### src/rtl/smtc_defs.vh
// Constants of the static memory timing configuration block
// Operation
// - Same select and page: short access
// - New page bits: long first access
// - Select change breaks the page
// - Intervening access breaks the page
// - Four registers per select, 0x10 stride
// - Setup is 128*b5 plus b4:0
// - Pulse is 256*b6 plus b5:0
// - Page reads: strobe pulse next, select first
// - Cycle is 256*b8:7 plus b6:0
// - Hold is remainder of cycle
// - Mode bit 0 picks read control
// - Float optimization waits after next setup
// - Mode bit 1 picks write control
// - Wait mode: off, reserved, frozen, ready
// - Wait seen only in control pulse
// - Frozen wait halts counters
// - Ready wait stretches pulse end
// - Page size codes 4 to 32 bytes
// - Turnaround cycle after float cycles
`ifndef SMTC_DEFS_VH
`define SMTC_DEFS_VH
// Word index inside one chip-select block
`define SMTC_W_MODE     2'h3
// Byte addresses of the shared registers
`define SMTC_OFF_CSEND  8'h80
`define SMTC_OFF_SCR    8'h80
`define SMTC_OFF_KEYLO  8'h84
`define SMTC_OFF_KEYHI  8'h88
`define SMTC_OFF_STAT   8'hc0
`define SMTC_OFF_WPCTL  8'he4
`define SMTC_OFF_WPST   8'he8
// Reset values
`define SMTC_RST_SETUP  32'h01010101
`define SMTC_RST_PULSE  32'h01010101
`define SMTC_RST_CYCLE  32'h00030003
`define SMTC_RST_MODE   32'h10000003
`define SMTC_RST_ZERO   32'h00000000
// Field positions of setup, pulse and cycle words
`define SMTC_F_WSTB     0
`define SMTC_F_WCS      8
`define SMTC_F_RSTB     16
`define SMTC_F_RCS      24
`define SMTC_F_WCYC     0
`define SMTC_F_RCYC     16
// Field positions of the mode word
`define SMTC_M_RDCTL    0
`define SMTC_M_WRCTL    1
`define SMTC_M_WAIT     4
`define SMTC_M_BW       12
`define SMTC_M_FLT      16
`define SMTC_M_FOPT     20
`define SMTC_M_PEN      24
`define SMTC_M_PS       28
// Length weights of the upper field bits
`define SMTC_SETUP_HI   10'h080
`define SMTC_PULSE_HI   10'h100
// Wait mode codes
`define SMTC_WAIT_FRZ   2'h2
`define SMTC_WAIT_RDY   2'h3
// Page masks for the page size codes
`define SMTC_PS_4       2'h0
`define SMTC_PS_8       2'h1
`define SMTC_PS_16      2'h2
`define SMTC_MASK_4     24'hfffffc
`define SMTC_MASK_8     24'hfffff8
`define SMTC_MASK_16    24'hfffff0
`define SMTC_MASK_32    24'hffffe0
// Status word bit positions
`define SMTC_ST_BUSY    0
`define SMTC_ST_STALL   1
`define SMTC_ST_PAGE    2
`define SMTC_ST_CS      4
`define SMTC_ST_FLT     8
`endif

### src/rtl/smtc_bank.v
// Per chip-select timing register bank with staged and committed copies
`include "smtc_defs.vh"
module smtc_bank #(
    parameter NUM_CS = 4,
    parameter CSW    = 2
) (
    // Clock and reset
    input  wire                    pclk,
    input  wire                    presetn,
    // Write port
    input  wire                    wr_en,
    input  wire [CSW+1:0]          wr_idx,
    input  wire [31:0]             wr_data,
    // Registered read port
    input  wire                    rd_en,
    input  wire [CSW+1:0]          rd_idx,
    output reg  [31:0]             rd_data,
    // Committed timings, 128 bits per chip select
    output wire [NUM_CS*128-1:0]   active
);
    localparam DEPTH = 4 * NUM_CS;
    reg [31:0] stg [0:DEPTH-1];   // Words as written
    integer i;

    // Staged words take every write
    always @(posedge pclk or negedge presetn) begin
        if (!presetn) begin
            for (i = 0; i < DEPTH; i = i + 1) begin
                case (i % 4)
                    0: stg[i] <= `SMTC_RST_SETUP;
                    1: stg[i] <= `SMTC_RST_PULSE;
                    2: stg[i] <= `SMTC_RST_CYCLE;
                    default: stg[i] <= `SMTC_RST_MODE;
                endcase
            end
        end else if (wr_en) begin
            stg[wr_idx] <= wr_data;
        end
    end

    // Read data comes out of a register
    always @(posedge pclk or negedge presetn) begin
        if (!presetn) begin
            rd_data <= `SMTC_RST_ZERO;
        end else if (rd_en) begin
            rd_data <= stg[rd_idx];
        end
    end

    // Committed copy per chip select, loaded by a mode write
    genvar g;
    generate
        for (g = 0; g < NUM_CS; g = g + 1) begin : cs_act
            reg [127:0] act;
            wire commit = wr_en && (wr_idx[CSW+1:2] == g) && (wr_idx[1:0] == `SMTC_W_MODE);
            always @(posedge pclk or negedge presetn) begin
                if (!presetn) begin
                    act <= {`SMTC_RST_MODE, `SMTC_RST_CYCLE, `SMTC_RST_PULSE, `SMTC_RST_SETUP};
                end else if (commit) begin
                    act <= {wr_data, stg[4*g+2], stg[4*g+1], stg[4*g]};
                end
            end
            assign active[g*128 +: 128] = act;
        end
    endgenerate
endmodule

### src/rtl/smtc_top.v
// Static memory access sequencer with APB timing configuration
//
// The APB slave port was left to the implementer.
`include "smtc_defs.vh"
module smtc_top #(
    parameter NUM_CS = 4,
    parameter CSW    = 2
) (
    // Clock and reset
    input  wire                pclk,
    input  wire                presetn,
    // APB slave
    input  wire                psel,
    input  wire                penable,
    input  wire                pwrite,
    input  wire [7:0]          paddr,
    input  wire [31:0]         pwdata,
    output reg  [31:0]         prdata,
    output wire                pready,
    output wire                pslverr,
    // Access request port
    input  wire                acc_req,
    input  wire                acc_write,
    input  wire [CSW-1:0]      acc_cs,
    input  wire [23:0]         acc_addr,
    input  wire                other_access,
    output wire                acc_ready,
    output reg                 acc_done,
    // Memory pins
    output reg  [23:0]         mem_addr,
    output reg  [NUM_CS-1:0]   chip_sel_n,
    output reg                 read_strobe_n,
    output reg                 write_strobe_n,
    output reg  [1:0]          bus_width_sel,
    input  wire                ext_wait_n
);
    localparam ST_IDLE = 1'b0;
    localparam ST_RUN  = 1'b1;

    // Field decoders
    function [9:0] setup_len;
        input [5:0] f;
        setup_len = {5'h00, f[4:0]} + (f[5] ? `SMTC_SETUP_HI : 10'h000);
    endfunction
    function [9:0] pulse_len;
        input [6:0] f;
        pulse_len = {4'h0, f[5:0]} + (f[6] ? `SMTC_PULSE_HI : 10'h000);
    endfunction
    function [9:0] cycle_len;
        input [8:0] f;
        cycle_len = {f[8:7], 8'h00} | {3'h0, f[6:0]};
    endfunction

    // Bank interface
    wire [NUM_CS*128-1:0] active;      // Committed timings
    wire [31:0]           bank_rd;     // Bank read data
    wire                  cs_range;    // Address inside a chip-select block
    wire                  apb_wr;      // Write taken this edge
    wire                  apb_rd_ph;   // Setup phase of a read
    reg                   rd_ready;    // Read data stands in prdata
    reg                   bad_addr;    // Unmapped address decode

    assign cs_range  = (paddr < `SMTC_OFF_CSEND) && (paddr[7:4] < NUM_CS);
    assign apb_wr    = psel && penable && pwrite;
    assign apb_rd_ph = psel && !penable && !pwrite;

    smtc_bank #(
        .NUM_CS (NUM_CS),
        .CSW    (CSW)
    ) u_bank (
        .pclk    (pclk),
        .presetn (presetn),
        .wr_en   (apb_wr && cs_range),
        .wr_idx  (paddr[CSW+3:2]),
        .wr_data (pwdata),
        .rd_en   (apb_rd_ph),
        .rd_idx  (paddr[CSW+3:2]),
        .rd_data (bank_rd),
        .active  (active)
    );

    // Shared registers
    reg [31:0] scr_en;       // Scrambling enable word
    reg [31:0] key_lo;       // Key low, write once
    reg [31:0] key_hi;       // Key high, write once
    reg        key_lo_done;  // Key low already written
    reg        key_hi_done;  // Key high already written
    reg [31:0] wp_ctrl;      // Write protect control word
    reg [31:0] stat_word;    // Live sequencer status

    // Address decode of mapped locations
    always @* begin
        bad_addr = 1'b1;
        if (cs_range) begin
            bad_addr = 1'b0;
        end else begin
            case (paddr)
                `SMTC_OFF_SCR, `SMTC_OFF_KEYLO, `SMTC_OFF_KEYHI,
                `SMTC_OFF_STAT, `SMTC_OFF_WPCTL, `SMTC_OFF_WPST: bad_addr = 1'b0;
                default: bad_addr = 1'b1;
            endcase
        end
    end

    // Writes complete at once, reads after one extra cycle
    assign pready  = pwrite ? 1'b1 : rd_ready;
    assign pslverr = psel && penable && pready && bad_addr;

    // Shared register writes
    always @(posedge pclk or negedge presetn) begin
        if (!presetn) begin
            scr_en      <= `SMTC_RST_ZERO;
            key_lo      <= `SMTC_RST_ZERO;
            key_hi      <= `SMTC_RST_ZERO;
            key_lo_done <= 1'b0;
            key_hi_done <= 1'b0;
            wp_ctrl     <= `SMTC_RST_ZERO;
        end else if (apb_wr) begin
            case (paddr)
                `SMTC_OFF_SCR:   scr_en <= pwdata;
                `SMTC_OFF_WPCTL: wp_ctrl <= pwdata;
                `SMTC_OFF_KEYLO: begin
                    // Later writes are ignored
                    if (!key_lo_done) begin
                        key_lo      <= pwdata;
                        key_lo_done <= 1'b1;
                    end
                end
                `SMTC_OFF_KEYHI: begin
                    if (!key_hi_done) begin
                        key_hi      <= pwdata;
                        key_hi_done <= 1'b1;
                    end
                end
                default: scr_en <= scr_en;
            endcase
        end
    end

    // Read data capture in the first access cycle
    always @(posedge pclk or negedge presetn) begin
        if (!presetn) begin
            prdata   <= `SMTC_RST_ZERO;
            rd_ready <= 1'b0;
        end else if (psel && penable && !pwrite && !rd_ready) begin
            rd_ready <= 1'b1;
            if (cs_range) begin
                prdata <= bank_rd;
            end else begin
                case (paddr)
                    `SMTC_OFF_SCR:   prdata <= scr_en;
                    `SMTC_OFF_STAT:  prdata <= stat_word;
                    `SMTC_OFF_WPCTL: prdata <= wp_ctrl;
                    default:         prdata <= `SMTC_RST_ZERO;
                endcase
            end
        end else begin
            rd_ready <= 1'b0;
        end
    end

    // Wait input resynchroniser
    reg wait_m;   // First stage
    reg wait_s;   // Second stage, high means ready
    always @(posedge pclk or negedge presetn) begin
        if (!presetn) begin
            wait_m <= 1'b1;
            wait_s <= 1'b1;
        end else begin
            wait_m <= ext_wait_n;
            wait_s <= wait_m;
        end
    end

    // Sequencer state
    reg              state;      // Idle or running
    reg [9:0]        cnt;        // Cycle position inside the access
    reg [CSW-1:0]    cur_cs;     // Chip select of the access
    reg              cur_wr;     // Access is a write
    reg              cur_page;   // Access is a page-mode read
    reg              cur_hit;    // Page hit
    reg              cur_fhold;  // Float wait after setup requested
    reg [CSW-1:0]    prev_cs;    // Chip select of last access
    reg [23:0]       prev_addr;  // Address of last access
    reg              page_open;  // A page is open on prev_cs
    reg [4:0]        float_cnt;  // Remaining bus busy cycles
    reg [CSW-1:0]    float_cs;   // Owner of the floating bus

    // Timings of current and requesting chip selects
    wire [127:0] cfg  = active[cur_cs*128 +: 128];
    wire [127:0] rcfg = active[acc_cs*128 +: 128];
    wire [31:0]  c_set = cfg[31:0];
    wire [31:0]  c_pul = cfg[63:32];
    wire [31:0]  c_cyc = cfg[95:64];
    wire [31:0]  c_mod = cfg[127:96];
    wire [31:0]  r_mod = rcfg[127:96];
    wire [1:0]   wmode = c_mod[`SMTC_M_WAIT +: 2];

    // Phase lengths of the current access
    reg [9:0] stb_su;   // Strobe setup
    reg [9:0] stb_pl;   // Strobe pulse
    reg [9:0] chp_su;   // Chip select setup
    reg [9:0] chp_pl;   // Chip select pulse
    reg [9:0] ctl_su;   // Controlling signal setup
    reg [9:0] ctl_end;  // Controlling signal rising point
    reg [9:0] total;    // Whole access length
    reg [9:0] cyc;      // Programmed cycle
    reg       ctl_stb;  // Strobe controls the access

    always @* begin
        if (cur_wr) begin
            stb_su  = setup_len(c_set[`SMTC_F_WSTB +: 6]);
            stb_pl  = pulse_len(c_pul[`SMTC_F_WSTB +: 7]);
            chp_su  = setup_len(c_set[`SMTC_F_WCS +: 6]);
            chp_pl  = pulse_len(c_pul[`SMTC_F_WCS +: 7]);
            cyc     = cycle_len(c_cyc[`SMTC_F_WCYC +: 9]);
            ctl_stb = c_mod[`SMTC_M_WRCTL];
        end else begin
            stb_su  = setup_len(c_set[`SMTC_F_RSTB +: 6]);
            stb_pl  = pulse_len(c_pul[`SMTC_F_RSTB +: 7]);
            chp_su  = setup_len(c_set[`SMTC_F_RCS +: 6]);
            chp_pl  = pulse_len(c_pul[`SMTC_F_RCS +: 7]);
            cyc     = cycle_len(c_cyc[`SMTC_F_RCYC +: 9]);
            ctl_stb = c_mod[`SMTC_M_RDCTL];
        end
        if (cur_page) begin
            // Both signals low for the whole page access
            stb_su = 10'h000;
            chp_su = 10'h000;
            stb_pl = cur_hit ? pulse_len(c_pul[`SMTC_F_RSTB +: 7])
                             : pulse_len(c_pul[`SMTC_F_RCS +: 7]);
            chp_pl = stb_pl;
            cyc    = stb_pl;
        end
        ctl_su  = ctl_stb ? stb_su : chp_su;
        ctl_end = ctl_stb ? (stb_su + stb_pl) : (chp_su + chp_pl);
        // Hold is what remains of the cycle after the control pulse
        total   = (cyc > ctl_end) ? cyc : ctl_end;
    end

    // Stall conditions on the running count
    wire in_pulse = (cnt >= ctl_su) && (cnt < ctl_end) && !cur_page;
    wire frz_hold = (wmode == `SMTC_WAIT_FRZ) && in_pulse && !wait_s;
    wire rdy_hold = (wmode == `SMTC_WAIT_RDY) && in_pulse &&
                    (cnt == ctl_end - 10'h001) && !wait_s;
    wire flt_hold = cur_fhold && (cnt == ctl_su) && (float_cnt != 5'h00);
    wire hold     = frz_hold || rdy_hold || flt_hold;
    wire last     = (state == ST_RUN) && !hold && (cnt == total - 10'h001);
    wire ctl_rise = (state == ST_RUN) && !hold && (cnt == ctl_end - 10'h001);

    // Start decisions for a new request
    wire r_page   = r_mod[`SMTC_M_PEN] && !acc_write;
    wire r_bus    = (float_cnt == 5'h00) || (float_cs == acc_cs);
    wire r_opt    = r_mod[`SMTC_M_FOPT];
    reg  [23:0] r_mask;
    always @* begin
        case (r_mod[`SMTC_M_PS +: 2])
            `SMTC_PS_4:  r_mask = `SMTC_MASK_4;
            `SMTC_PS_8:  r_mask = `SMTC_MASK_8;
            `SMTC_PS_16: r_mask = `SMTC_MASK_16;
            default:     r_mask = `SMTC_MASK_32;
        endcase
    end
    wire r_hit = r_page && page_open && (prev_cs == acc_cs) &&
                 (((prev_addr ^ acc_addr) & r_mask) == 24'h000000);
    assign acc_ready = (state == ST_IDLE) && (r_bus || r_opt);
    wire start       = acc_req && acc_ready;

    // Access sequencer
    always @(posedge pclk or negedge presetn) begin
        if (!presetn) begin
            state     <= ST_IDLE;
            cnt       <= 10'h000;
            cur_cs    <= {CSW{1'b0}};
            cur_wr    <= 1'b0;
            cur_page  <= 1'b0;
            cur_hit   <= 1'b0;
            cur_fhold <= 1'b0;
            prev_cs   <= {CSW{1'b0}};
            prev_addr <= 24'h000000;
            page_open <= 1'b0;
            mem_addr  <= 24'h000000;
            acc_done  <= 1'b0;
        end else begin
            acc_done <= last;
            if (other_access) begin
                page_open <= 1'b0;
            end
            case (state)
                ST_IDLE: begin
                    if (start) begin
                        state     <= ST_RUN;
                        cnt       <= 10'h000;
                        cur_cs    <= acc_cs;
                        cur_wr    <= acc_write;
                        cur_page  <= r_page;
                        cur_hit   <= r_hit && !other_access;
                        cur_fhold <= !r_bus;
                        mem_addr  <= acc_addr;
                        prev_cs   <= acc_cs;
                        prev_addr <= acc_addr;
                        // Any non-page access or new chip select closes the page
                        if (!r_page || prev_cs != acc_cs) begin
                            page_open <= 1'b0;
                        end
                    end
                end
                ST_RUN: begin
                    if (last) begin
                        state <= ST_IDLE;
                        cnt   <= 10'h000;
                        if (cur_page && !other_access) begin
                            page_open <= 1'b1;
                        end
                    end else if (!hold) begin
                        cnt <= cnt + 10'h001;
                    end
                end
                default: state <= ST_IDLE;
            endcase
        end
    end

    // Bus float counter after the read control signal rises
    always @(posedge pclk or negedge presetn) begin
        if (!presetn) begin
            float_cnt <= 5'h00;
            float_cs  <= {CSW{1'b0}};
        end else if (ctl_rise && !cur_wr) begin
            float_cnt <= {1'b0, c_mod[`SMTC_M_FLT +: 4]} + 5'h01;
            float_cs  <= cur_cs;
        end else if (float_cnt != 5'h00) begin
            float_cnt <= float_cnt - 5'h01;
        end
    end

    // Pin drivers, registered from the running count
    wire stb_on = (state == ST_RUN) && (cnt >= stb_su) && (cnt < stb_su + stb_pl);
    wire chp_on = (state == ST_RUN) && (cnt >= chp_su) && (cnt < chp_su + chp_pl);
    integer k;
    always @(posedge pclk or negedge presetn) begin
        if (!presetn) begin
            chip_sel_n     <= {NUM_CS{1'b1}};
            read_strobe_n  <= 1'b1;
            write_strobe_n <= 1'b1;
            bus_width_sel  <= 2'h0;
        end else begin
            for (k = 0; k < NUM_CS; k = k + 1) begin
                chip_sel_n[k] <= !(chp_on && (cur_cs == k));
            end
            read_strobe_n  <= !(stb_on && !cur_wr);
            write_strobe_n <= !(stb_on && cur_wr);
            bus_width_sel  <= c_mod[`SMTC_M_BW +: 2];
        end
    end

    // Status word for software
    always @* begin
        stat_word = `SMTC_RST_ZERO;
        stat_word[`SMTC_ST_BUSY]    = state;
        stat_word[`SMTC_ST_STALL]   = (state == ST_RUN) && hold;
        stat_word[`SMTC_ST_PAGE]    = page_open;
        stat_word[`SMTC_ST_CS +: CSW] = cur_cs;
        stat_word[`SMTC_ST_FLT +: 5]  = float_cnt;
    end
endmodule

### config.mk
export PLATFORM = sky130hd
export DESIGN_NAME = smtc_top
export DESIGN_NICKNAME = d
export VERILOG_FILES = /design/src/rtl/smtc_bank.v /design/src/rtl/smtc_top.v
export VERILOG_INCLUDE_DIRS = /design/src /design/src/rtl
export SDC_FILE = /design/constraint.sdc
export NUM_CORES = 2
export LEC_CHECK = 0
export BUFFER_PORTS_ARGS = -buffer_cell sky130_fd_sc_hd__buf_2
export CORE_MARGIN = 3
export CORE_UTILIZATION = 40
export CTS_BUF_LIST = sky130_fd_sc_hd__clkbuf_2 sky130_fd_sc_hd__clkbuf_4 sky130_fd_sc_hd__clkbuf_8
export DETAILED_ROUTE_END_ITERATION = 10
export GPL_ROUTABILITY_DRIVEN = 0
export GPL_TIMING_DRIVEN = 0
export PLACE_DENSITY = 0.67
export SYNTH_ARGS = -nofsm -noshare
export SYNTH_HDL_FRONTEND = slang
export SYNTH_HIERARCHICAL = 1
export SYNTH_SLANG_ARGS = --single-unit
### constraint.sdc
create_clock -name pclk -period 8.1 [get_ports pclk]
set_input_delay 1.215 -clock pclk [delete_from_list [all_inputs] [get_ports pclk]]
set_output_delay 1.215 -clock pclk [all_outputs]
set_load 0.005 [all_outputs]
==> results.py <==
metrics = {
    "power": {
        "p_sw_uw": 4340,
        "switching_share_pct": 30.7,
        "p_int_uw": 9800,
        "clkPwrFrac_pct": 37.3,
        "vdd_drop_max_uv": 164,
        "powerDensity_mw_per_mm2": 250,
        "power_frac_seq_pct": 41.1,
        "leakage_uw": 0.0266,
        "p_comb_share_pct": 21.6,
    },
    "critical_path": {
        "max_stage_delay_ns": 0.77,
        "path_class": "flop to flop",
        "endpoint_kind": "flop",
        "worstPathArrival_ns": 8.36,
        "required_ns": 8.88,
        "r2r_start": "prev_cs[0]",
        "path_max_fanout": 10,
        "start_kind": "flop",
        "crit_path_start": "prev_cs[0]",
        "cp_slowest_cell": "mux4_2",
    },
    "sta": {
        "final_hold_viol_count": 0,
        "fmax_ghz": 0.132,
        "fin_crit_ns": 7.58,
        "finalCritPeriodShare_pct": 93.6,
        "rsz0062_at_grt": "false",
        "tightest_slew_ns": 1.57,
        "skew_ns": 0.0529,
        "slew_violations": 11,
        "relSlewSlack_pct": -4.61,
        "setup_viol": 0,
        "setup-tns-final_ns": 0,
        "fin_hold_ws_ns": 0.260,
    },
    "drt": {
        "drtIter0Drc": 3230,
        "drc": 0,
        "vias": 32900,
        "viasPerCell": 5.91,
        "totalWireLength_um": 163000,
        "routedWlPerCell_um": 29.4,
        "postRouteAntennaNets": 0,
        "first_pass_iters": 6,
    },
    "final_layout": {
        "ff_latch_area_sq_mm": 0.0261,
        "nFillCells": 10700,
        "area_growth_pct": 15.2,
        "nNetsFinal": 3928,
        "multiInputGateArea_sq_mm": 0.0217,
        "layout-drive-gt1-share_pct": 49.3,
        "postLayoutCellArea_sq_mm": 0.0566,
    },
    "job": {
        "cap_violations": 1,
    },
    "clock_tree": {
        "cts_hold_buf": 0,
        "root_buffer": "clkbuf_8",
        "clockBufferDepth": 3,
        "cts_tree": "done",
        "path_clk_slew_ns": 0.06,
        "clock_sinks": 1037,
        "h-tree-depth": 4,
        "clock_latency_ns": 0.90,
        "cts_buffers": 173,
    },
    "floorplan": {
        "die_area_sq_mm": 0.127,
        "pin_count": 143,
        "start_util_pct": 40.6,
        "die_h_um": 356,
        "fp.dieW_um": 356,
        "rows": 127,
        "core_sq_mm": 0.121,
    },
    "global_routing": {
        "grt_pass1_vias": 32800,
        "grt.overflow.total": 0,
        "globalRouteTotalUtil_pct": 25.6,
        "grt_pass1_wl_um": 234000,
        "antenna_found_initial": 17,
        "grt_max_degree": 169,
    },
    "yosys": {
        "syn_avg_cell_area_sq_um": 14.2,
        "syn_inst": 3448,
        "syn-cell-area_sq_mm": 0.0491,
        "ys_warn_count": 6,
        "synth_nets": 3584,
    },
    "outcome": {
        "status": "complete, but fails checks",
        "violations": "capacitance limit, slew limit",
    },
    "placement": {
        "dp_hpwl_um": 113000,
        "dpl_cell_area_sq_mm": 0.0521,
        "port_buffers": 140,
    },
    "worst_hold_path": {
        "hp-class": "input port to asynchronous set/reset pin",
    },
}
[placed cells by master, fill, tap and decap left out, types with 35 or more instances in the layout]
master / instances
a21oi_1: 63
mux2i_1: 76
a221oi_1: 65
clkbuf_1: 138
clkbuf_4: 73
xor2_1: 35
inv_1: 36
dfstp_2: 128
dfrtp_1: 909
nand2_1: 159
clkbuf_8: 219
buf_2: 262
ha_1: 59
o22ai_1: 39
nor2_1: 121
mux4_2: 214
mux2_2: 912
[registers in the layout, indices dropped and copies added (netlist names), 2 cells and up]
register / flops
bus_width_sel: 2
chip_sel_n: 4
cnt: 10
float_cnt: 5
float_cs: 2
prdata: 32
prev_addr: 24
prev_cs: 2
scr_en: 32
u_bank/cs_act.act: 336
u_bank/rd_data: 32
u_bank/stg: 512
wp_ctrl: 32
[cell type report]
| class | count | area share, % |
|---|---|---|
| Clock buffer | 289 | 6.24 |
| Timing Repair Buffer | 175 | 1.99 |
| Buffer | 293 | 2.64 |
| Clock inverter | 38 | 0.831 |
| Tap cell | 1612 | 3.56 |
| Sequential cell | 1037 | 46.1 |
| Inverter | 36 | 0.239 |
| Multi-Input combinational cell | 2076 | 38.3 |
| Antenna cell | 9 | 0.0398 |
[repair_timing]
| item | in CTS | in global routing |
|---|---|---|
| gates resized for setup | 77 | 23 |
| endpoints found under the setup margin | 27 | 13 |
| pin swaps | 2 | 3 |
| buffers inserted | 4 | 22 |
| cloned | 0 | 0 |
[path summary, 6_finish.rpt]
kind	to	slack, ns	cells after the start
max	page_open	0.52	30
min	u_bank/stg[411]	0.26	1
max reg2reg	page_open	0.52	30
min reg2reg	wait_s	0.36	0
max in group asynchronous	u_bank/cs_act[0].act[42]	5.80	3
min in group pclk	wait_s	0.36	0
[per-layer routing]
layer,wire [um],track usage (%),vias up
li1,-,-,13500
met1,66600,34.4,17400
met2,71000,37.3,1620
met3,18100,8.89,397
met4,7750,11.4,12
met5,71,0,-
[power groups by stage]
stage	combinational, uW	sequential, uW	clock [uW]
finish	3050	5820	5270
global route	3300	5850	5580
CTS	2950	5810	5330
detailed placement	2810	5890	0
global placement	2740	5880	0
floorplan	1770	5800	0
[critical path: cells and delay by family (launching register included)]
family	cells	cell delay, ns
adders and majority gates	3	1.03
and+or+nand+nor	7	1.21
buffers and inverters	4	1.13
AOI/OAI and AO/OA	13	2.75
xor gates and xnor gates	2	0.24
DFF	1	0.34
muxes	1	0.77
[per-stage QoR]
stage | power [uW] | utilization (%) | setup slack, ns | std cells
2_1_floorplan | 7560 | - | 0.00950 | 3448
3_3_place_gp | 8620 | 42.9 | -16.87 | 5200
3_5_place_dp | 8700 | 43.1 | -4.04 | 5209
4_1_cts | 14100 | 46.6 | 0.0495 | 5537
5_1_grt | 14700 | 46.8 | 0.0355 | 5557
6_report | 14100 | 46.8 | 0.519 | 5565
No activity file was read; power rests on OpenSTA's default activity.
